<file path="config.mk">
export PLATFORM = sky130hd
export DESIGN_NAME = t16_timer
export DESIGN_NICKNAME = d
export VERILOG_FILES = /design/src/shared/t16_pkg.sv /design/src/rtl/t16_timer.sv
export VERILOG_INCLUDE_DIRS = /design/src /design/src/shared
export SDC_FILE = /design/constraint.sdc
export NUM_CORES = 1
export LEC_CHECK = 0
export BUFFER_PORTS_ARGS = -buffer_cell sky130_fd_sc_hd__buf_4
export CAP_MARGIN = 20
export CELL_PAD_IN_SITES_DETAIL_PLACEMENT = 0
export CELL_PAD_IN_SITES_GLOBAL_PLACEMENT = 1
export CORE_MARGIN = 3
export CORE_UTILIZATION = 50
export DETAILED_ROUTE_END_ITERATION = 10
export PLACE_DENSITY = 0.85
export SYNTH_ARGS = -nofsm -noshare
export SYNTH_HDL_FRONTEND = slang
export SYNTH_SLANG_ARGS = --single-unit
</file>
<file path="constraint.sdc">
create_clock -name mclk -period 7.7 [get_ports mclk]
set_input_delay 0.385 -clock mclk [delete_from_list [all_inputs] [get_ports mclk]]
set_output_delay 0.385 -clock mclk [all_outputs]
set_load 0.02 [all_outputs]
</file>
<file path="src/shared/t16_cfg.svh">
// Addresses, field positions, reset values and counts of the 16-bit timer
`ifndef T16_CFG_SVH
`define T16_CFG_SVH

// ***********************************************************************
// Register addresses
// ***********************************************************************
`define T16_AW 4
`define T16_ADDR_COUNT_L 4'h0
`define T16_ADDR_COUNT_H 4'h1
`define T16_ADDR_CMPA_L 4'h2
`define T16_ADDR_CMPA_H 4'h3
`define T16_ADDR_CMPB_L 4'h4
`define T16_ADDR_CMPB_H 4'h5
`define T16_ADDR_CAPT_L 4'h6
`define T16_ADDR_CAPT_H 4'h7
`define T16_ADDR_MASK 4'h8
`define T16_ADDR_FLAGS 4'h9
`define T16_ADDR_CTRL_A 4'hA
`define T16_ADDR_CTRL_B 4'hB
`define T16_ADDR_CTRL_C 4'hC

// ***********************************************************************
// Field positions
// ***********************************************************************
`define T16_IRQ_LSB 2
`define T16_IRQ_MSB 5
`define T16_FORCE_A_BIT 7
`define T16_WGM_LO_MSB 1
`define T16_NOISE_BIT 7
`define T16_EDGE_BIT 6
`define T16_WGM_HI_MSB 4
`define T16_WGM_HI_LSB 3
`define T16_CS_MSB 2
`define T16_CAPSRC_BIT 0

// ***********************************************************************
// Reset values
// ***********************************************************************
`define T16_IRQ_RESET 4'h0
`define T16_CTRL_RESET 8'h00
`define T16_WORD_RESET 16'h0000

// ***********************************************************************
// Counts and fixed top values
// ***********************************************************************
`define T16_PRE_W 10
`define T16_DIV8_LOG 3
`define T16_DIV64_LOG 6
`define T16_DIV256_LOG 8
`define T16_DIV1024_LOG 10
`define T16_NOISE_SAMPLES 4
`define T16_MAX 16'hFFFF
`define T16_TOP_8BIT 16'h00FF
`define T16_TOP_9BIT 16'h01FF
`define T16_TOP_10BIT 16'h03FF

`endif

</file>
<file path="src/shared/t16_pkg.sv">
// Types shared by the 16-bit timer design and its bench
`include "t16_cfg.svh"
package t16_pkg;

    // ***********************************************************************
    // Register bus request and flag layout
    // ***********************************************************************
    typedef struct packed {
        logic [`T16_AW-1:0] addr;
        logic [7:0] wdata;
        logic wr;
        logic rd;
    } t16_bus_req_t;

    typedef struct packed {
        logic capt;
        logic cmpa;
        logic cmpb;
        logic ovf;
    } t16_flags_t;

    // ***********************************************************************
    // Modes, clock selects and states
    // ***********************************************************************
    typedef enum logic [3:0] {
        T16_M_NORMAL = 4'h0, T16_M_PC8 = 4'h1, T16_M_PC9 = 4'h2, T16_M_PC10 = 4'h3,
        T16_M_CTC_A = 4'h4, T16_M_FP8 = 4'h5, T16_M_FP9 = 4'h6, T16_M_FP10 = 4'h7,
        T16_M_PFC_I = 4'h8, T16_M_PFC_A = 4'h9, T16_M_PC_I = 4'hA, T16_M_PC_A = 4'hB,
        T16_M_CTC_I = 4'hC, T16_M_RSVD = 4'hD, T16_M_FP_I = 4'hE, T16_M_FP_A = 4'hF
    } t16_wgm_t;

    typedef enum logic [2:0] {
        T16_CS_STOP = 3'h0, T16_CS_DIV1 = 3'h1, T16_CS_DIV8 = 3'h2, T16_CS_DIV64 = 3'h3,
        T16_CS_DIV256 = 3'h4, T16_CS_DIV1024 = 3'h5, T16_CS_EXT_FALL = 3'h6,
        T16_CS_EXT_RISE = 3'h7
    } t16_cs_t;

    typedef enum logic [3:0] {
        T16_K_NORMAL = 4'b0001,
        T16_K_CTC = 4'b0010,
        T16_K_FAST = 4'b0100,
        T16_K_PHASE = 4'b1000
    } t16_kind_t;

    typedef enum logic [1:0] {
        T16_UP = 2'b01,
        T16_DOWN = 2'b10
    } t16_dir_t;

endpackage

</file>
<file path="src/rtl/t16_timer.sv">
// 16-bit timer/counter: byte registers, shared high byte, compare, capture, flags
//
// Chosen here: the address map and strobed register access.
`timescale 1ns/1ns
`include "t16_cfg.svh"
module t16_timer import t16_pkg::*; (
    input wire logic mclk,
    input wire logic rst,
    input wire t16_bus_req_t bus_req,
    output logic [7:0] rd_data,
    input wire logic ext_clk_pin,
    input wire logic capture_input_pin,
    input wire logic analog_cmp_out,
    input wire logic global_irq_enable,
    input wire t16_flags_t vector_ack,
    output logic [1:0] compare_output_pin,
    output logic irq
);

    // ***********************************************************************
    // Decoding functions
    // ***********************************************************************
    function automatic t16_kind_t kind_of(input logic [3:0] m);
        case (m)
            T16_M_NORMAL, T16_M_RSVD: kind_of = T16_K_NORMAL;
            T16_M_CTC_A, T16_M_CTC_I: kind_of = T16_K_CTC;
            T16_M_FP8, T16_M_FP9, T16_M_FP10, T16_M_FP_I, T16_M_FP_A: kind_of = T16_K_FAST;
            default: kind_of = T16_K_PHASE;
        endcase
    endfunction

    function automatic logic capt_is_top(input logic [3:0] m);
        capt_is_top = (m == T16_M_PFC_I) || (m == T16_M_PC_I) || (m == T16_M_CTC_I) ||
                      (m == T16_M_FP_I);
    endfunction

    function automatic logic [15:0] top_of(input logic [3:0] m, input logic [15:0] ca,
                                           input logic [15:0] cp);
        case (m)
            T16_M_PC8, T16_M_FP8: top_of = `T16_TOP_8BIT;
            T16_M_PC9, T16_M_FP9: top_of = `T16_TOP_9BIT;
            T16_M_PC10, T16_M_FP10: top_of = `T16_TOP_10BIT;
            T16_M_CTC_A, T16_M_PFC_A, T16_M_PC_A, T16_M_FP_A: top_of = ca;
            T16_M_PFC_I, T16_M_PC_I, T16_M_CTC_I, T16_M_FP_I: top_of = cp;
            default: top_of = `T16_MAX;
        endcase
    endfunction

    function automatic logic is_addr(input t16_bus_req_t b, input logic [`T16_AW-1:0] a);
        is_addr = b.addr == a;
    endfunction

    // ***********************************************************************
    // Declarations
    // ***********************************************************************
    logic [7:0] temp;
    logic [15:0] cnt;
    logic [15:0] next_cnt;
    t16_dir_t dir;
    t16_dir_t next_dir;
    logic [15:0] cmp_buf [2];
    logic [15:0] cmp_act [2];
    logic [15:0] capture;
    logic [3:0] mask;
    t16_flags_t flags;
    t16_flags_t set_ev;
    t16_flags_t clr_ev;
    logic [7:0] ctrl_a;
    logic [7:0] ctrl_b;
    logic capt_src;
    logic [3:0] wgm;
    t16_kind_t kind;
    logic pwm;
    logic [15:0] top;
    logic [`T16_PRE_W-1:0] pre;
    logic ext_prev;
    logic tick;
    logic block;
    logic [1:0] hit;
    logic [1:0] force_wr;
    logic upd;
    logic wrap;
    logic ovf_ev;
    logic [`T16_NOISE_SAMPLES-1:0] samp;
    logic filt;
    logic filt_prev;
    logic cap_ev;
    logic cnt_wr;
    logic [7:0] next_rd;

    assign wgm = {ctrl_b[`T16_WGM_HI_MSB:`T16_WGM_HI_LSB], ctrl_a[`T16_WGM_LO_MSB:0]};
    assign kind = kind_of(wgm);
    assign pwm = (kind == T16_K_FAST) || (kind == T16_K_PHASE);
    assign top = top_of(wgm, cmp_act[0], capture);
    assign cnt_wr = bus_req.wr && is_addr(bus_req, `T16_ADDR_COUNT_L);

    // ***********************************************************************
    // Control registers
    // ***********************************************************************
    always_ff @(posedge mclk or posedge rst) begin
        if (rst) begin
            ctrl_a <= `T16_CTRL_RESET;
            ctrl_b <= `T16_CTRL_RESET;
            capt_src <= 1'b0;
            mask <= `T16_IRQ_RESET;
        end else if (bus_req.wr) begin
            case (bus_req.addr)
                `T16_ADDR_CTRL_A: ctrl_a <= {2'b00, bus_req.wdata[5:0]};
                `T16_ADDR_CTRL_B: ctrl_b <= bus_req.wdata;
                `T16_ADDR_CTRL_C: capt_src <= bus_req.wdata[`T16_CAPSRC_BIT];
                `T16_ADDR_MASK: mask <= bus_req.wdata[`T16_IRQ_MSB:`T16_IRQ_LSB];
                default: ;
            endcase
        end
    end

    // ***********************************************************************
    // Shared high-byte buffer
    // ***********************************************************************
    // one buffer for every word
    always_ff @(posedge mclk or posedge rst) begin
        if (rst) begin
            temp <= 8'h00;
        end else if (bus_req.wr && bus_req.addr[0]) begin
            temp <= bus_req.wdata;
        end else if (bus_req.rd && is_addr(bus_req, `T16_ADDR_COUNT_L)) begin
            temp <= cnt[15:8];
        end else if (bus_req.rd && is_addr(bus_req, `T16_ADDR_CAPT_L)) begin
            temp <= capture[15:8];
        end
    end

    // ***********************************************************************
    // Timer clock enable
    // ***********************************************************************
    always_ff @(posedge mclk or posedge rst) begin
        if (rst) begin
            pre <= '0;
            ext_prev <= 1'b0;
        end else begin
            pre <= pre + `T16_PRE_W'(1);
            ext_prev <= ext_clk_pin;
        end
    end

    always_comb begin
        case (t16_cs_t'(ctrl_b[`T16_CS_MSB:0]))
            T16_CS_DIV1: tick = 1'b1;
            T16_CS_DIV8: tick = &pre[`T16_DIV8_LOG-1:0];
            T16_CS_DIV64: tick = &pre[`T16_DIV64_LOG-1:0];
            T16_CS_DIV256: tick = &pre[`T16_DIV256_LOG-1:0];
            T16_CS_DIV1024: tick = &pre[`T16_DIV1024_LOG-1:0];
            T16_CS_EXT_FALL: tick = ext_prev && !ext_clk_pin;
            T16_CS_EXT_RISE: tick = !ext_prev && ext_clk_pin;
            default: tick = 1'b0;
        endcase
    end

    // ***********************************************************************
    // Counter sequence
    // ***********************************************************************
    // mode selects sequence and top
    always_comb begin
        next_cnt = cnt + 16'h0001;
        next_dir = dir;
        case (kind)
            T16_K_NORMAL: next_cnt = cnt + 16'h0001;
            T16_K_CTC: next_cnt = (cnt == top) ? 16'h0000 : cnt + 16'h0001;
            T16_K_FAST: next_cnt = (cnt >= top) ? 16'h0000 : cnt + 16'h0001;
            T16_K_PHASE: begin
                if (dir == T16_UP) begin
                    if (cnt >= top) begin
                        next_dir = T16_DOWN;
                        next_cnt = cnt - 16'h0001;
                    end
                end else if (cnt == 16'h0000) begin
                    next_dir = T16_UP;
                end else begin
                    next_cnt = cnt - 16'h0001;
                end
            end
            default: next_cnt = cnt + 16'h0001;
        endcase
    end

    always_ff @(posedge mclk or posedge rst) begin
        if (rst) begin
            cnt <= `T16_WORD_RESET;
            dir <= T16_UP;
        end else if (cnt_wr) begin
            cnt <= {temp, bus_req.wdata};
        end else if (tick) begin
            cnt <= next_cnt;
            dir <= next_dir;
        end
    end

    always_ff @(posedge mclk or posedge rst) begin
        if (rst) begin
            block <= 1'b0;
        end else if (cnt_wr) begin
            block <= 1'b1;
        end else if (tick) begin
            block <= 1'b0;
        end
    end

    assign wrap = tick && (kind == T16_K_FAST) && (cnt >= top);
    always_comb begin
        case (kind)
            T16_K_NORMAL, T16_K_CTC: ovf_ev = tick && (cnt == `T16_MAX);
            T16_K_FAST: ovf_ev = wrap;
            T16_K_PHASE: ovf_ev = tick && (dir == T16_DOWN) && (cnt == 16'h0000);
            default: ovf_ev = 1'b0;
        endcase
    end

    // Update point for buffered compare words in waveform modes
    assign upd = tick && (((wgm == T16_M_PFC_I) || (wgm == T16_M_PFC_A)) ?
                 ((dir == T16_DOWN) && (cnt == 16'h0000)) : (cnt >= top));

    // ***********************************************************************
    // Compare channels
    // ***********************************************************************
    for (genvar i = 0; i < 2; i++) begin : g_cmp
        localparam logic [`T16_AW-1:0] LO = (i == 0) ? `T16_ADDR_CMPA_L : `T16_ADDR_CMPB_L;

        assign force_wr[i] = bus_req.wr && is_addr(bus_req, `T16_ADDR_CTRL_A) &&
                             bus_req.wdata[`T16_FORCE_A_BIT-i];
        assign hit[i] = tick && (cnt == cmp_act[i]) && !block;

        always_ff @(posedge mclk or posedge rst) begin
            if (rst) begin
                cmp_buf[i] <= `T16_WORD_RESET;
            end else if (bus_req.wr && is_addr(bus_req, LO)) begin
                cmp_buf[i] <= {temp, bus_req.wdata};
            end
        end

        always_ff @(posedge mclk or posedge rst) begin
            if (rst) begin
                cmp_act[i] <= `T16_WORD_RESET;
            end else if (!pwm || upd) begin
                cmp_act[i] <= cmp_buf[i];
            end
        end

        always_ff @(posedge mclk or posedge rst) begin
            if (rst) begin
                compare_output_pin[i] <= 1'b0;
            end else if (force_wr[i] && !pwm) begin
                compare_output_pin[i] <= !compare_output_pin[i];
            end else if (hit[i]) begin
                case (kind)
                    T16_K_FAST: compare_output_pin[i] <= 1'b0;
                    T16_K_PHASE: compare_output_pin[i] <= (dir == T16_DOWN);
                    default: compare_output_pin[i] <= !compare_output_pin[i];
                endcase
            end else if (wrap) begin
                compare_output_pin[i] <= 1'b1;
            end
        end
    end

    // ***********************************************************************
    // Input capture
    // ***********************************************************************
    always_ff @(posedge mclk or posedge rst) begin
        if (rst) begin
            samp <= '0;
            filt <= 1'b0;
            filt_prev <= 1'b0;
        end else begin
            samp <= {samp[`T16_NOISE_SAMPLES-2:0],
                     capt_src ? analog_cmp_out : capture_input_pin};
            if (!ctrl_b[`T16_NOISE_BIT]) begin
                filt <= samp[0];
            end else if (&samp) begin
                filt <= 1'b1;
            end else if (~|samp) begin
                filt <= 1'b0;
            end
            filt_prev <= filt;
        end
    end

    // input disconnected when capture is top
    assign cap_ev = !capt_is_top(wgm) &&
                    (ctrl_b[`T16_EDGE_BIT] ? (filt && !filt_prev) : (!filt && filt_prev));

    always_ff @(posedge mclk or posedge rst) begin
        if (rst) begin
            capture <= `T16_WORD_RESET;
        end else if (cap_ev) begin
            capture <= cnt;
        end else if (bus_req.wr && is_addr(bus_req, `T16_ADDR_CAPT_L)) begin
            capture <= {temp, bus_req.wdata};
        end
    end

    // ***********************************************************************
    // Flags and interrupt
    // ***********************************************************************
    always_comb begin
        set_ev.capt = cap_ev || (capt_is_top(wgm) && tick && (cnt == top));
        set_ev.cmpa = hit[0];
        set_ev.cmpb = hit[1];
        set_ev.ovf = ovf_ev;
        clr_ev = vector_ack;
        if (bus_req.wr && is_addr(bus_req, `T16_ADDR_FLAGS)) begin
            clr_ev = clr_ev | t16_flags_t'(bus_req.wdata[`T16_IRQ_MSB:`T16_IRQ_LSB]);
        end
    end

    // write one or vector clears; set wins
    always_ff @(posedge mclk or posedge rst) begin
        if (rst) begin
            flags <= `T16_IRQ_RESET;
        end else begin
            flags <= (flags & ~clr_ev) | set_ev;
        end
    end

    assign irq = global_irq_enable && |(mask & flags);

    // ***********************************************************************
    // Read port
    // ***********************************************************************
    always_comb begin
        case (bus_req.addr)
            `T16_ADDR_COUNT_L: next_rd = cnt[7:0];
            `T16_ADDR_CMPA_L: next_rd = cmp_buf[0][7:0];
            `T16_ADDR_CMPA_H: next_rd = cmp_buf[0][15:8];
            `T16_ADDR_CMPB_L: next_rd = cmp_buf[1][7:0];
            `T16_ADDR_CMPB_H: next_rd = cmp_buf[1][15:8];
            `T16_ADDR_CAPT_L: next_rd = capture[7:0];
            `T16_ADDR_COUNT_H, `T16_ADDR_CAPT_H: next_rd = temp;
            `T16_ADDR_MASK: next_rd = {2'b00, mask, 2'b00};
            `T16_ADDR_FLAGS: next_rd = {2'b00, flags, 2'b00};
            `T16_ADDR_CTRL_A: next_rd = ctrl_a;
            `T16_ADDR_CTRL_B: next_rd = ctrl_b;
            `T16_ADDR_CTRL_C: next_rd = {7'h00, capt_src};
            default: next_rd = 8'h00;
        endcase
    end

    always_ff @(posedge mclk or posedge rst) begin
        if (rst) begin
            rd_data <= 8'h00;
        end else begin
            rd_data <= bus_req.rd ? next_rd : 8'h00;
        end
    end
endmodule

</file>
After elaboration in Yosys (flattened, before gate mapping)
Memory sizes are Yosys's and may differ from the RTL's.
Index checks and enable logic that the tools add are counted.
{"block": "classes", "n_mux": 37, "bitwise_logic": 6, "addsub": 3, "magnitude_cmp": 1, "n_eq_ne": 45, "reduce_logical": 75}
{"operator": "two-way mux 16 bit", "count": 9}
{"operator": "one-hot mux 8 bit (12 select lines)", "count": 1}
{"operator": "one-hot mux 16 bit (5 select lines)", "count": 1}
{"operator": "equality test 4 bit (second input constant)", "count": 13}
{"operator": "equality test 16 bit", "count": 3}
{"operator": "one-hot mux 16 bit (3 select lines)", "count": 1}
{"operator": "equality test 4 x 3 -> 1 bit (second input constant)", "count": 9}
{"operator": "logical AND 1 bit", "count": 32}
{"operator": "two-way mux 8 bit", "count": 4}
{"operator": "equality test 4 x 2 -> 1 bit (second input constant)", "count": 5}
{"operator": "adder 16 x 1 -> 16 bit (second input constant)", "count": 1}
{"operator": "equality test 16 bit (second input constant)", "count": 1}
{"operator": ">= comparator 16 bit", "count": 1}
{"operator": "logical NOT 16 bit", "count": 1}
{"operator": "OR reduction 4 bit", "count": 4}
{"operator": "subtractor 16 x 1 -> 16 bit (second input constant)", "count": 1}
{"operator": "two-way mux 1 bit", "count": 13}
{"operator": "equality test 3 bit (second input constant)", "count": 4}
{"operator": "equality test 4 x 1 -> 1 bit (second input constant)", "count": 3}
{"operator": "adder 10 x 1 -> 10 bit (second input constant)", "count": 1}
{"operator": "AND reduction 10 bit", "count": 1}
{"operator": "OR reduction 2 bit", "count": 5}
{"operator": "logical NOT 1 bit", "count": 9}
{"operator": "nonzero test 3 bit", "count": 3}
{"operator": "other kinds (24)", "count": 41}
{"block": "totals", "word_cells": 193, "n_memories": 1, "romBits": 64, "inputBits": 24, "ff_bits": 157}
{"memory": "(name not given)", "words": 16, "word_bits": 4, "read_ports": 1, "rd_clocked_by_memory_dff": 0, "wr": 0, "line": "t16_timer.sv:24", "source": "case (m)"}

Logic depth before layout (Yosys ltp)
Gate-level depths: netlist of run 1.
{"block": "depth", "word_depth": 9, "depth_mapped": 17, "depth_no_buf": 14}

Worst setup path after synthesis of run 1
No wires, ideal clock.
{"block": "synth_timing", "path_kind": "flip-flop to flip-flop", "from": "register ctrl_a[0]", "to": "register cmp_act[0] (netlist name)", "arrival_ns": 3.433, "t_required_ns": 7.572, "stages_incl_launch_ff": 16, "slack_ns": 4.139, "setup_time_ns": 0.128, "n_path_buf": 4, "period_less_slack_ns": 3.561, "cell_sequence": "dfrtp_1 -> clkbuf_1 -> clkbuf_1 -> buf_1 -> nor2_1 -> a21oi_1 -> o22ai_1 -> ha_1 -> a41o_1 -> a21oi_2 -> o211ai_2 -> a211oi_4 -> o21ai_1 -> a21o_1 -> buf_2 -> mux2_1"}
{"block": "synth_via", "elab_chain_cells": 7, "word_cells_on_any_way": 30, "cone_classes": "order compare (1); eq/ne (16); mux (2); reduce/logical (10); memory (1)"}
{"item": "start, declared", "line": "t16_timer.sv:68", "source": "logic [7:0] ctrl_a;"}
{"item": "start signal, assigned", "line": "t16_timer.sv:102", "source": "ctrl_a <= `T16_CTRL_RESET;"}
{"item": "start signal, assigned", "line": "t16_timer.sv:108", "source": "`T16_ADDR_CTRL_A: ctrl_a <= {2'b00, bus_req.wdata[5:0]};"}
{"item": "equality test 4 bit, or another cell as far along", "line": "t16_timer.sv:39, t16_timer.sv:219"}
{"item": "OR reduction 4 bit or OR reduction 2 bit (tied branches)", "line": "t16_timer.sv:39", "source": "case (m)"}
{"item": "one-hot mux 16 bit (5 select lines)", "line": "t16_timer.sv:39"}
{"item": ">= comparator 16 bit", "line": "t16_timer.sv:220", "source": "((dir == T16_DOWN) && (cnt == 16'h0000)) : (cnt >= top));"}
{"item": "two-way mux 1 bit", "line": "t16_timer.sv:219", "source": "assign upd = tick && (((wgm == T16_M_PFC_I) || (wgm == T16_M_PFC_A)) ?"}
{"item": "logical AND 1 bit", "line": "t16_timer.sv:219"}
{"item": "logical OR 1 bit *", "line": "t16_timer.sv:243", "source": "end else if (!pwm || upd) begin"}
{"item": "end signal, assigned by index", "line": "t16_timer.sv:242", "source": "cmp_act[i] <= `T16_WORD_RESET;"}
{"item": "end signal, assigned by index", "line": "t16_timer.sv:244", "source": "cmp_act[i] <= cmp_buf[i];"}
{"item": "end, declared", "line": "t16_timer.sv:62", "source": "logic [15:0] cmp_act [2];"}
Mark *: on every way between the ends. The rest lies on a longest branch, timed or not.
A chain may end at the register's enable or synchronous reset.

Worst setup path after layout of run 1
{"block": "layout_timing", "from": "register ctrl_b[3]", "to": "register cnt[9]"}
{"block": "layout_via", "elab_chain_cells": 9, "word_cells_on_any_way": 33, "cone_classes": "order compare (1); eq/ne (18); mux (8); reduce/logical (5); memory (1)"}
{"item": "start, declared", "line": "t16_timer.sv:69", "source": "logic [7:0] ctrl_b;"}
{"item": "start signal, assigned", "line": "t16_timer.sv:103", "source": "ctrl_b <= `T16_CTRL_RESET;"}
{"item": "start signal, assigned", "line": "t16_timer.sv:109", "source": "`T16_ADDR_CTRL_B: ctrl_b <= bus_req.wdata;"}
{"item": "equality test 4 bit, or another cell as far along", "line": "t16_timer.sv:39"}
{"item": "OR reduction 4 bit or OR reduction 2 bit (tied branches)", "line": "t16_timer.sv:39"}
{"item": "one-hot mux 16 bit (5 select lines)", "line": "t16_timer.sv:39"}
{"item": ">= comparator 16 bit", "line": "t16_timer.sv:169, t16_timer.sv:172"}
{"item": "two-way mux 16 bit", "line": "t16_timer.sv:172", "source": "if (cnt >= top) begin"}
{"item": "two-way mux 16 bit", "line": "t16_timer.sv:171", "source": "if (dir == T16_UP) begin"}
{"item": "one-hot mux 16 bit (3 select lines) *", "line": "t16_timer.sv:166", "source": "case (kind)"}
{"item": "two-way mux 16 bit *", "line": "t16_timer.sv:192", "source": "end else if (tick) begin"}
{"item": "two-way mux 16 bit *", "line": "t16_timer.sv:190", "source": "end else if (cnt_wr) begin"}
{"item": "end signal, assigned", "line": "t16_timer.sv:188", "source": "cnt <= `T16_WORD_RESET;"}
{"item": "end signal, assigned", "line": "t16_timer.sv:191", "source": "cnt <= {temp, bus_req.wdata};"}
{"item": "end signal, assigned", "line": "t16_timer.sv:193", "source": "cnt <= next_cnt;"}
{"item": "end, declared", "line": "t16_timer.sv:57", "source": "logic [15:0] cnt;"}
Mark *: on every way between the ends. The rest lies on a longest branch, timed or not. The select of a mux whose other input is x is not followed.

==> results of run 1 <==
[layer usage]
layer / vias up / global-route usage [%] / share of wire (%)
li1: 3463 / - / -
met1: 3811 / 40.6 / 42
met2: 377 / 43.8 / 46
met3: 69 / 6.79 / 8.6
met4: 0 / 11.4 / 3.4
met5: - / 0 / 0
[flip-flops by register name (all words and copies together), names as in the netlist, 2 cells and up]
name / count
cmp_act: 32
rd_data: 8
cnt: 16
capture: 16
samp: 4
flags: 4
pre: 10
mask: 4
temp: 8
cmp_buf: 32
ctrl_b: 8
ctrl_a: 6
dir: 2
compare_output_pin: 2
[layout make-up]
| cell class | instances | area [µm²] | share of cell area (%) |
|---|---|---|---|
| multi-input combinational | 695 | 4980 | 48.5 |
| tap | 229 | 287 | 2.79 |
| timing repair buffer | 48 | 380 | 3.70 |
| sequential | 157 | 3930 | 38.2 |
| clock buffer | 17 | 425 | 4.14 |
| clock inverter | 15 | 175 | 1.70 |
| inverter | 25 | 98.8 | 0.962 |
[critical path, stage by stage, from the launching register on]
cell      delay [ps]
dfrtp_1          590
inv_1            270
nor2_1           240
buf_4            250
mux2i_1           90
a21oi_1          160
a21oi_1           60
ha_1             290
nand4_1          220
nor4_1           710
a21oi_1          220
nor3_4           410
nor2_8           110
a221oi_1         320
nor3_1            80
[power breakdown]
group	leakage (nW)	total, mW	internal, mW	switching (mW)
Combinational	2.32	1.42	0.617	0.805
Clock	0.285	0.860	0.463	0.398
Sequential	1.91	1.50	1.08	0.421
[through the flow]
stage | area, µm² | instances
2_1_floorplan | 9280 | 941
5_1_grt | 10300 | 1186
3_3_place_gp | 9640 | 1152
3_5_place_dp | 9640 | 1152
6_report | 10300 | 1186
4_1_cts | 10200 | 1184
[worst max-delay path by stage]
stage	startpoint	endpoint	slack (ps)	cells past startpoint
floorplan	rst	block	3080	1
global placement	ctrl_b[3]	cmp_act[6]	3170	13
detailed placement	ctrl_b[3]	cmp_act[13]	3030	13
CTS	ctrl_b[3]	cmp_act[13]	3010	13
global route	ctrl_b[3]	cnt[11]	3290	14
finish	ctrl_b[3]	cnt[9]	3560	14
[layout by cell type, fill, tap and decap left out, types with 4 or more instances in the layout]
cell,count
mux2_2,52
nor2b_1,9
nor3_1,35
nor3b_1,4
a211oi_1,10
nand2b_1,5
o21a_1,4
a21o_1,8
o22ai_1,8
o21ai_1,9
and2_1,5
inv_1,23
a22o_1,4
dfrtp_1,156
inv_6,5
o22a_1,8
clkbuf_16,17
a22oi_1,24
mux2i_1,30
a21oi_1,65
nor4_1,13
buf_4,47
nand2_1,51
nand3_1,19
a221oi_1,10
a31oi_1,9
mux2_1,32
xnor2_1,13
xor2_1,44
ha_1,21
and3_1,11
o21ai_0,29
nand4_1,12
nor2_1,83
a32oi_1,9
[kinds of logic (layout without fill, tap and decap cells)]
| logic type | Yosys count | count (layout) |
|---|---|---|
| multiplexers | 115 | 115 |
| AO/OA/AOI/OAI | 227 | 227 |
| AND/OR/NAND/NOR | 275 | 275 |
| XOR/XNOR | 57 | 57 |
| flip-flops | 157 | 157 |
| buffers and inverters | 89 | 105 |
| adder cells (fa/ha/maj) | 21 | 21 |
==> results_dict.tcl, run 1 <==
set metrics [dict create \
    status "complete, no violations" \
    place.gp.congestion 0.954 \
    worstPathArrival_ps 4460 \
    critPathRequiredTime_ps 8020 \
    ant_nets 0 \
    synth.avg_cell_area_um2 9.86 \
    cts_sinks 157 \
    synthTopCellsByArea "dfrtp_1 (42%), mux2_2 (6.3%), xor2_1 (4.2%)" \
    r2r-end "cnt[9]" \
    placementRows 49 \
    synth_fa_ha_area_share_pct 2.83 \
    synth_flop_cell "dfrtp_1" \
    maxCapViolCount 0 \
    hold_viol 0 \
    reg2reg_from "ctrl_b[3]" \
    synthMostInstantiatedCell "dfrtp_1" \
    numCtsBuffers 17 \
    synth_top_family_by_area "compound AO/OA/AOI/OAI gates" \
    grt_pass1_vias 7416 \
    clk_path_buf_depth 2 \
    fin_ws_ps 3560 \
    yosys.cell_types.count 78 \
    synth_top_area_cell "dfrtp_1" \
    drtIter0Drc 857 \
    grt_first_pass_wirelength_um 44200 \
    htreeDepth 4 \
    power-per-cell-area_mw_per_mm2 368 \
    slew_headroom_pct 30.1 \
    finalMaxSlewViolations 0 \
    dieArea_mm2 0.0202 \
    insertion_delay_ps 440 \
    clk_pin_slew_ps 70 \
    ctsHoldBuffers 0 \
    num-fill-cells 1597 \
    core_area_mm2 0.0181 \
    dpl.hpwl_um 19700 \
    synth_compound_gate_area_share_pct 16.4 \
    crit_fanout 15 \
    tightest_slew_ps 1050 \
    wirelength_um 28600 \
    fin_util_pct 56.8 \
    fin_worst_hold_slack_ps 72.4 \
    syn_nets 986 \
    postCtsSetupRepairBufs 0 \
    initial_core_util_pct 51.3 \
    first_pass_iters 8 \
    drc 0 \
    routedWlPerCell_um 24.1 \
    fin_skew_ps 14.8 \
    ios 35 \
    io_buffers 34 \
    finalSetupViolCount 0 \
    cts_tree "built" \
    worst_setup_path_start_kind "flip-flop" \
    min_period_ps 4140 \
    post-route-period-util_pct 53.8 \
    ys_async_sr_fraction_pct 100 \
    synth_area_mm2 0.00928 \
    holdPathEnd "ext_prev" \
    yosysTopAreaCellShare_pct 42.1 \
    via_count 7720 \
    cellLeakagePower_nw 4.52 \
    synth_simple_gate_area_share_pct 15.4 \
    area_delta_synth_final_pct 10.7 \
    synth-edff-count 0 \
    antenna_found_initial 0 \
    netlist_instances 941 \
    synthTopCellsByCount "dfrtp_1 (156), nor2_1 (83), a21oi_1 (65)" \
    die_h_um 142 \
    grt_setup_unrepaired "no" \
    crit_path_end_kind "flip-flop" \
    rrSetupSlack_ps 3560 \
    ctsResizeCount 0 \
    viasPerCell 6.51 \
    crit_type "reg -> reg" \
    grt_max_degree 82 \
    dieWidth_um 142 \
    overflow 0 \
    synthXorXnorAreaFrac_pct 5.38 \
    power.total_mw 3.79 \
    ys_ff_latch 157 \
    ir_drop_uv 205 \
    setup_tns_ps 0 \
    synthMuxAreaShare_pct 13.7 \
    r2r_cells 14 \
    drive_above_1_share_pct 16.3 \
    grt.total_usage_pct 29.0 \
    worstHoldStart "ext_clk_pin" \
    yosysWarnings 0 \
    holdPathStages 1 \
    root_buffer "clkbuf_16" \
    pre_cts_ws_ps 3030 \
    fin_nets 989 \
    diodes 0 \
    fmax_mhz 241 \
    yosysSeqAreaShare_pct 42.3 \
    min_path_type "in -> reg" \
]
No activity file was read; power rests on OpenSTA's default activity.
==> run 2: changes to the inputs <==
Settings changed: CORE_UTILIZATION 50 to 45, PLACE_DENSITY 0.85 to 0.81.
Clock period 7.7 ns to 3.4 ns, I/O delays scaled along.
==> run 2 against run 1 <==
  * Sequential power grew 110%
  * The run now ends with setup timing left
  * Via count rose by 2.9%
  * Clock-buffer cell count unchanged
==> results_dict.tcl, run 2 (synthesized netlist as in run 1, its figures left out) <==
set metrics [dict create \
    status "finished, violations left" \
    violations "setup timing" \
    combPwrFrac_pct 46.4 \
    antenna_found_initial 0 \
    place.gp.congestion 0.965 \
    io_buffers 34 \
    num-fill-cells 1711 \
    fin_worst_hold_slack_ps 36.6 \
    pwr-share-seq_pct 31.7 \
    placementRows 51 \
    grt_pass1_vias 7439 \
    fin_cells 1285 \
    root_buffer "clkbuf_16" \
    clk_path_buf_depth 2 \
    fmax_mhz 291 \
    crit_path_end_kind "flip-flop" \
    worstPathArrival_ps 3750 \
    p_int_mw 5.74 \
    fin_skew_ps 10.8 \
    ir_drop_uv 512 \
    wirelength_um 30400 \
    ant_nets 0 \
    grt_setup_unrepaired "yes" \
    critPathRequiredTime_ps 3710 \
    clk_pin_slew_ps 70 \
    diodes 0 \
    slew_headroom_pct 40.1 \
    grt_first_pass_wirelength_um 45000 \
    viasPerCell 6.18 \
    ios 35 \
    area_delta_synth_final_pct 20.6 \
    first_pass_iters 5 \
    placed_cells 1228 \
    grt.total_usage_pct 26.8 \
    final_cell_mix "dfrtp_1 (156), buf_4 (88), nor2_1 (80)" \
    core_area_mm2 0.0198 \
    overflow 0 \
    crit_slowest_cell "dfrtp_1" \
    cellLeakagePower_nw 4.92 \
    cts_sinks 157 \
    fin_nets 1052 \
    insertion_delay_ps 430 \
    finalMaxSlewViolations 0 \
    drtIter0Drc 962 \
    pwr-share-clk_pct 21.9 \
    crit_fanout 8 \
    fin_ws_ps -35.4 \
    min_period_ps 3440 \
    dpl.hpwl_um 21400 \
    power-per-cell-area_mw_per_mm2 869 \
    cts_tree "built" \
    via_count 7943 \
    drc 0 \
    slowest_delay_ps 400 \
    finalSetupViolCount 4 \
    final_common_cell "dfrtp_1" \
    worst_setup_path_start_kind "flip-flop" \
    p_switching_mw 3.99 \
    hold_viol 0 \
    tightest_slew_ps 896 \
    grt_max_degree 65 \
    p_sw_share_pct 41.0 \
    numCtsBuffers 17 \
    worstPathCellList "buf_6 > nor2_4 > buf_6 > buf_12 > mux2i_1 > a21oi_1 > a21oi_1 > ha_1 > nand4_1 > buf_4 > a2111oi_4 > buf_4 > a211oi_4 > buf_6 > nor3_4 > buf_12 > buf_4 > nor2_4 > a32oi_1 > o21ai_1" \
    initial_core_util_pct 46.8 \
    die_h_um 150 \
    routedWlPerCell_um 23.7 \
    dieArea_mm2 0.0224 \
    drive_above_1_share_pct 23.5 \
    pre_cts_ws_ps -60.9 \
    largest_registers "cmp_act x32, cmp_buf x32" \
    min_path_type "in -> reg" \
    dieWidth_um 150 \
    crit_type "reg -> reg" \
    post-route-period-util_pct 101 \
    htreeDepth 4 \
    maxCapViolCount 0 \
]
-- run 2: through the flow --
step / util (%) / power [mW] / cell area (µm²) / setup TNS (ps)
6_report: 56.4 / 9.73 / 11200 / -56.5
5_1_grt: 56.4 / 10.2 / 11200 / -3990
4_1_cts: 54.2 / 9.04 / 10800 / -23.8
3_5_place_dp: 50.7 / 6.88 / 10100 / -202
3_3_place_gp: 50.7 / 6.85 / 10100 / -84.4
2_1_floorplan: - / 5.56 / 9290 / 0
-- run 2: worst paths after layout --
| check | startpoint | slack (ps) | cells past startpoint | end |
|---|---|---|---|---|
| min in group asynchronous | rst | 470 | 3 | pre[5] |
| max | ctrl_a[1] | -40 | 20 | cnt[15] |
| max reg2reg | ctrl_a[1] | -40 | 20 | cnt[15] |
| min reg2reg | samp[1] | 390 | 0 | samp[2] |
| max in group asynchronous | rst | 2130 | 4 | rd_data[4] |
| min | vector_ack[3] | 40 | 3 | flags[3] |
-- run 2: power groups by stage --
| stage | logic, mW | clock network [mW] | registers [mW] |
|---|---|---|---|
| after detailed placement | 3.78 | 0 | 3.10 |
| after CTS | 3.83 | 2.15 | 3.07 |
| after global placement | 3.77 | 0 | 3.08 |
| after floorplan | 2.67 | 0 | 2.89 |
| after global routing | 4.86 | 2.22 | 3.15 |
| final | 4.51 | 2.13 | 3.09 |
-- run 2: final cells by class --
cell class	instances	area, µm²	share of cell area [%]
Multi-Input combinational cell	696	5160	46.1
Sequential cell	157	3930	35.1
Timing Repair Buffer	110	1010	9.05
Clock buffer	17	425	3.80
Tap cell	265	332	2.96
Clock inverter	15	231	2.07
Inverter	25	101	0.905
-- run 2: critical path, delay by kind of cell (launching register included) --
| kind | cells | cell delay (ps) |
|---|---|---|
| AOI/OAI and AO/OA | 6 | 850 |
| adders and majority gates | 1 | 300 |
| buffers and inverters | 8 | 1130 |
| DFF | 1 | 400 |
| muxes | 1 | 60 |
| and+or+nand+nor | 4 | 550 |
-- run 2: per-layer routing --
layer	vias to the layer above	track usage (%)	wire, µm
met5	-	0	0
li1	3590	-	-
met1	3888	37.4	12600
met3	73	5.45	2670
met4	0	9.06	1060
met2	392	41.8	14000
-- run 2: repair_timing --
item                       in CTS  in global routing
cloned                          0                  4
setup buffers                   0                 17
pin swaps                       0                 30
gates resized for setup         3                 38
hold buffers                    4                  0
hold endpoints to repair       34                  0
setup endpoints to repair      12                 50
==> run 3: changes to the inputs <==
Settings changed: MAX_ROUTING_LAYER set to met4.
==> run 3 against run 2 <==
  * Final area is 0.79% lower
  * Clock power is 6% lower
  * The run now ends clean
  * Fmax is 3.5% higher
  * Final cell count is 0.39% lower
  * Register-to-register slack better by 120 ps
  * Non-clock buffer count is 6 lower
  * Clock-buffer cell count is 1 higher
==> results_dict.tcl, run 3 (synthesized netlist as in run 1, its figures left out) <==
set metrics [dict create \
    initial_core_util_pct 46.8 \
    first_pass_iters 5 \
    maxCapViolCount 0 \
    worstPathArrival_ps 3630 \
    place.gp.congestion 0.961 \
    cts_sinks 157 \
    holdPathStages 3 \
    power-per-cell-area_mw_per_mm2 867 \
    ant_nets 0 \
    fin_nets 1047 \
    drc 0 \
    wirelength_um 30900 \
    finalSetupViolCount 0 \
    dpl.hpwl_um 21500 \
    placementRows 51 \
    seqCellArea_mm2 0.00393 \
    fin_skew_ps 13.4 \
    io_buffers 34 \
    fin_worst_hold_slack_ps 31.3 \
    r2r_cells 17 \
    crit_slowest_cell "a2111oi_4" \
    r2r-end "cnt[11]" \
    final_cell_mix "dfrtp_1 (155), buf_4 (85), nor2_1 (81)" \
    die_h_um 150 \
    crit_type "reg -> reg" \
    dieArea_mm2 0.0224 \
    critPathRequiredTime_ps 3720 \
    holdPathEnd "flags[2]" \
    drtIter0Drc 946 \
    cts_tree "built" \
    finalMaxSlewViolations 0 \
    min_period_ps 3320 \
    drive_above_1_share_pct 24.7 \
    hold_viol 0 \
    crit_path_end_kind "flip-flop" \
    worstHoldStart "vector_ack[2]" \
    rrSetupSlack_ps 80 \
    pwr-share-seq_pct 32.5 \
    diodes 0 \
    numCtsBuffers 17 \
    largest_registers "cmp_act x32, cmp_buf x32" \
    grt_max_degree 67 \
    p_sw_share_pct 41.8 \
    placed_cells 1229 \
    htreeDepth 4 \
    num-fill-cells 1687 \
    dieWidth_um 150 \
    clk_pin_slew_ps 70 \
    slew_headroom_pct 42.6 \
    pwr-share-clk_pct 20.8 \
    antenna_found_initial 0 \
    status "complete, no violations" \
    worstPathCellList "buf_6 > nor2_4 > buf_6 > buf_6 > nor2_1 > o22a_1 > ha_1 > nand4_1 > a2111oi_4 > buf_4 > a211oi_4 > buf_6 > nor3_4 > buf_6 > nor2_4 > a221oi_2 > nor3_1" \
    power.total_mw 9.63 \
    core_area_mm2 0.0198 \
    post-route-period-util_pct 97.6 \
    slowest_delay_ps 400 \
    tightest_slew_ps 861 \
    clk_path_buf_depth 2 \
    cellLeakagePower_nw 4.92 \
    root_buffer "clkbuf_16" \
    min_path_type "in -> reg" \
    crit_fanout 6 \
    final_common_cell "dfrtp_1" \
    area_delta_synth_final_pct 19.7 \
    setup_tns_ps 0 \
    grt.total_usage_pct 27.9 \
    p_switching_mw 4.03 \
    via_count 8084 \
    fin_cells 1280 \
    crit_top_cell "buf_6" \
    viasPerCell 6.32 \
    grt_first_pass_wirelength_um 45600 \
    grt_pass1_vias 7480 \
    p_int_mw 5.61 \
    routedWlPerCell_um 24.1 \
    worst_setup_path_start_kind "flip-flop" \
    reg2reg_from "ctrl_a[1]" \
    combPwrFrac_pct 46.7 \
    grt_setup_unrepaired "yes" \
    fmax_mhz 301 \
    overflow 0 \
    insertion_delay_ps 440 \
    multiInputGateArea_mm2 0.00522 \
    ir_drop_uv 478 \
    ios 35 \
]
## run 3: cell count changes in the layout (fill, tap and decap cells not counted), sizes merged
cell	before	now
inv	28	30
buf	104	98
clkbuf	19	20
and2	5	6
clkinv	4	6
clkinvlp	4	1
bufinv	4	2
## run 3: final cells by class
| type | count | share of cell area (%) |
|---|---|---|
| clock buffer | 18 | 3.95 |
| clock inverter | 14 | 1.60 |
| inverter | 25 | 0.879 |
| multi-input combinational | 697 | 47.0 |
| sequential | 157 | 35.4 |
| tap | 265 | 2.98 |
| timing repair buffer | 104 | 8.22 |
## run 3: worst max path at each step
stage	start	endpoint	depth (start not counted)
4_1_cts	ctrl_a[1]	cnt[10]	17
3_3_place_gp	ctrl_a[1]	cnt[11]	17
2_1_floorplan	ctrl_a[0]	cnt[8]	16
5_1_grt	ctrl_a[1]	cnt[11]	18
6_report	ctrl_a[1]	cnt[11]	17
3_5_place_dp	ctrl_a[1]	cnt[8]	14
## run 3: repair_timing
action | 4_1_cts | 5_1_grt
hold endpoints to repair | 21 | 0
pin swaps | 0 | 34
endpoints found under the setup margin | 12 | 50
gates resized for setup | 6 | 52
hold buffers | 4 | 0
setup buffers | 0 | 11
cloned | 0 | 5
## run 3: worst max-delay path: cells and delay by family (launching register included)
| kind | cells | cell delay, ps |
|---|---|---|
| AOI/OAI and AO/OA | 4 | 900 |
| adders and majority gates | 1 | 320 |
| and+or+nand+nor | 6 | 730 |
| buffers and inverters | 6 | 850 |
| DFF | 1 | 390 |
## run 3: per-stage QoR
step | utilization [%] | setup WS, ps | instance area [µm²]
finish | 56.0 | 82.2 | 11100
global route | 56.0 | -77.0 | 11100
CTS | 54.1 | -30.3 | 10700
detailed placement | 50.6 | -39.3 | 10000
global placement | 50.6 | -27.9 | 10000
floorplan | - | 18.4 | 9290
## run 3: power groups by stage
stage,logic (mW),registers (mW),clock network [mW]
2_1_floorplan,2.67,2.89,0
3_3_place_gp,3.76,3.11,0
3_5_place_dp,3.80,3.12,0
4_1_cts,3.86,3.10,2.02
5_1_grt,4.82,3.19,2.09
6_report,4.50,3.13,2.01
## run 3: layer usage
layer | GRT usage, % | up-vias | wire [µm]
met5 | - | - | 0
met2 | 41.6 | 449 | 14200
met1 | 39.0 | 3971 | 13000
met4 | 10.1 | 0 | 1140
met3 | 3.97 | 83 | 2630
li1 | - | 3581 | -
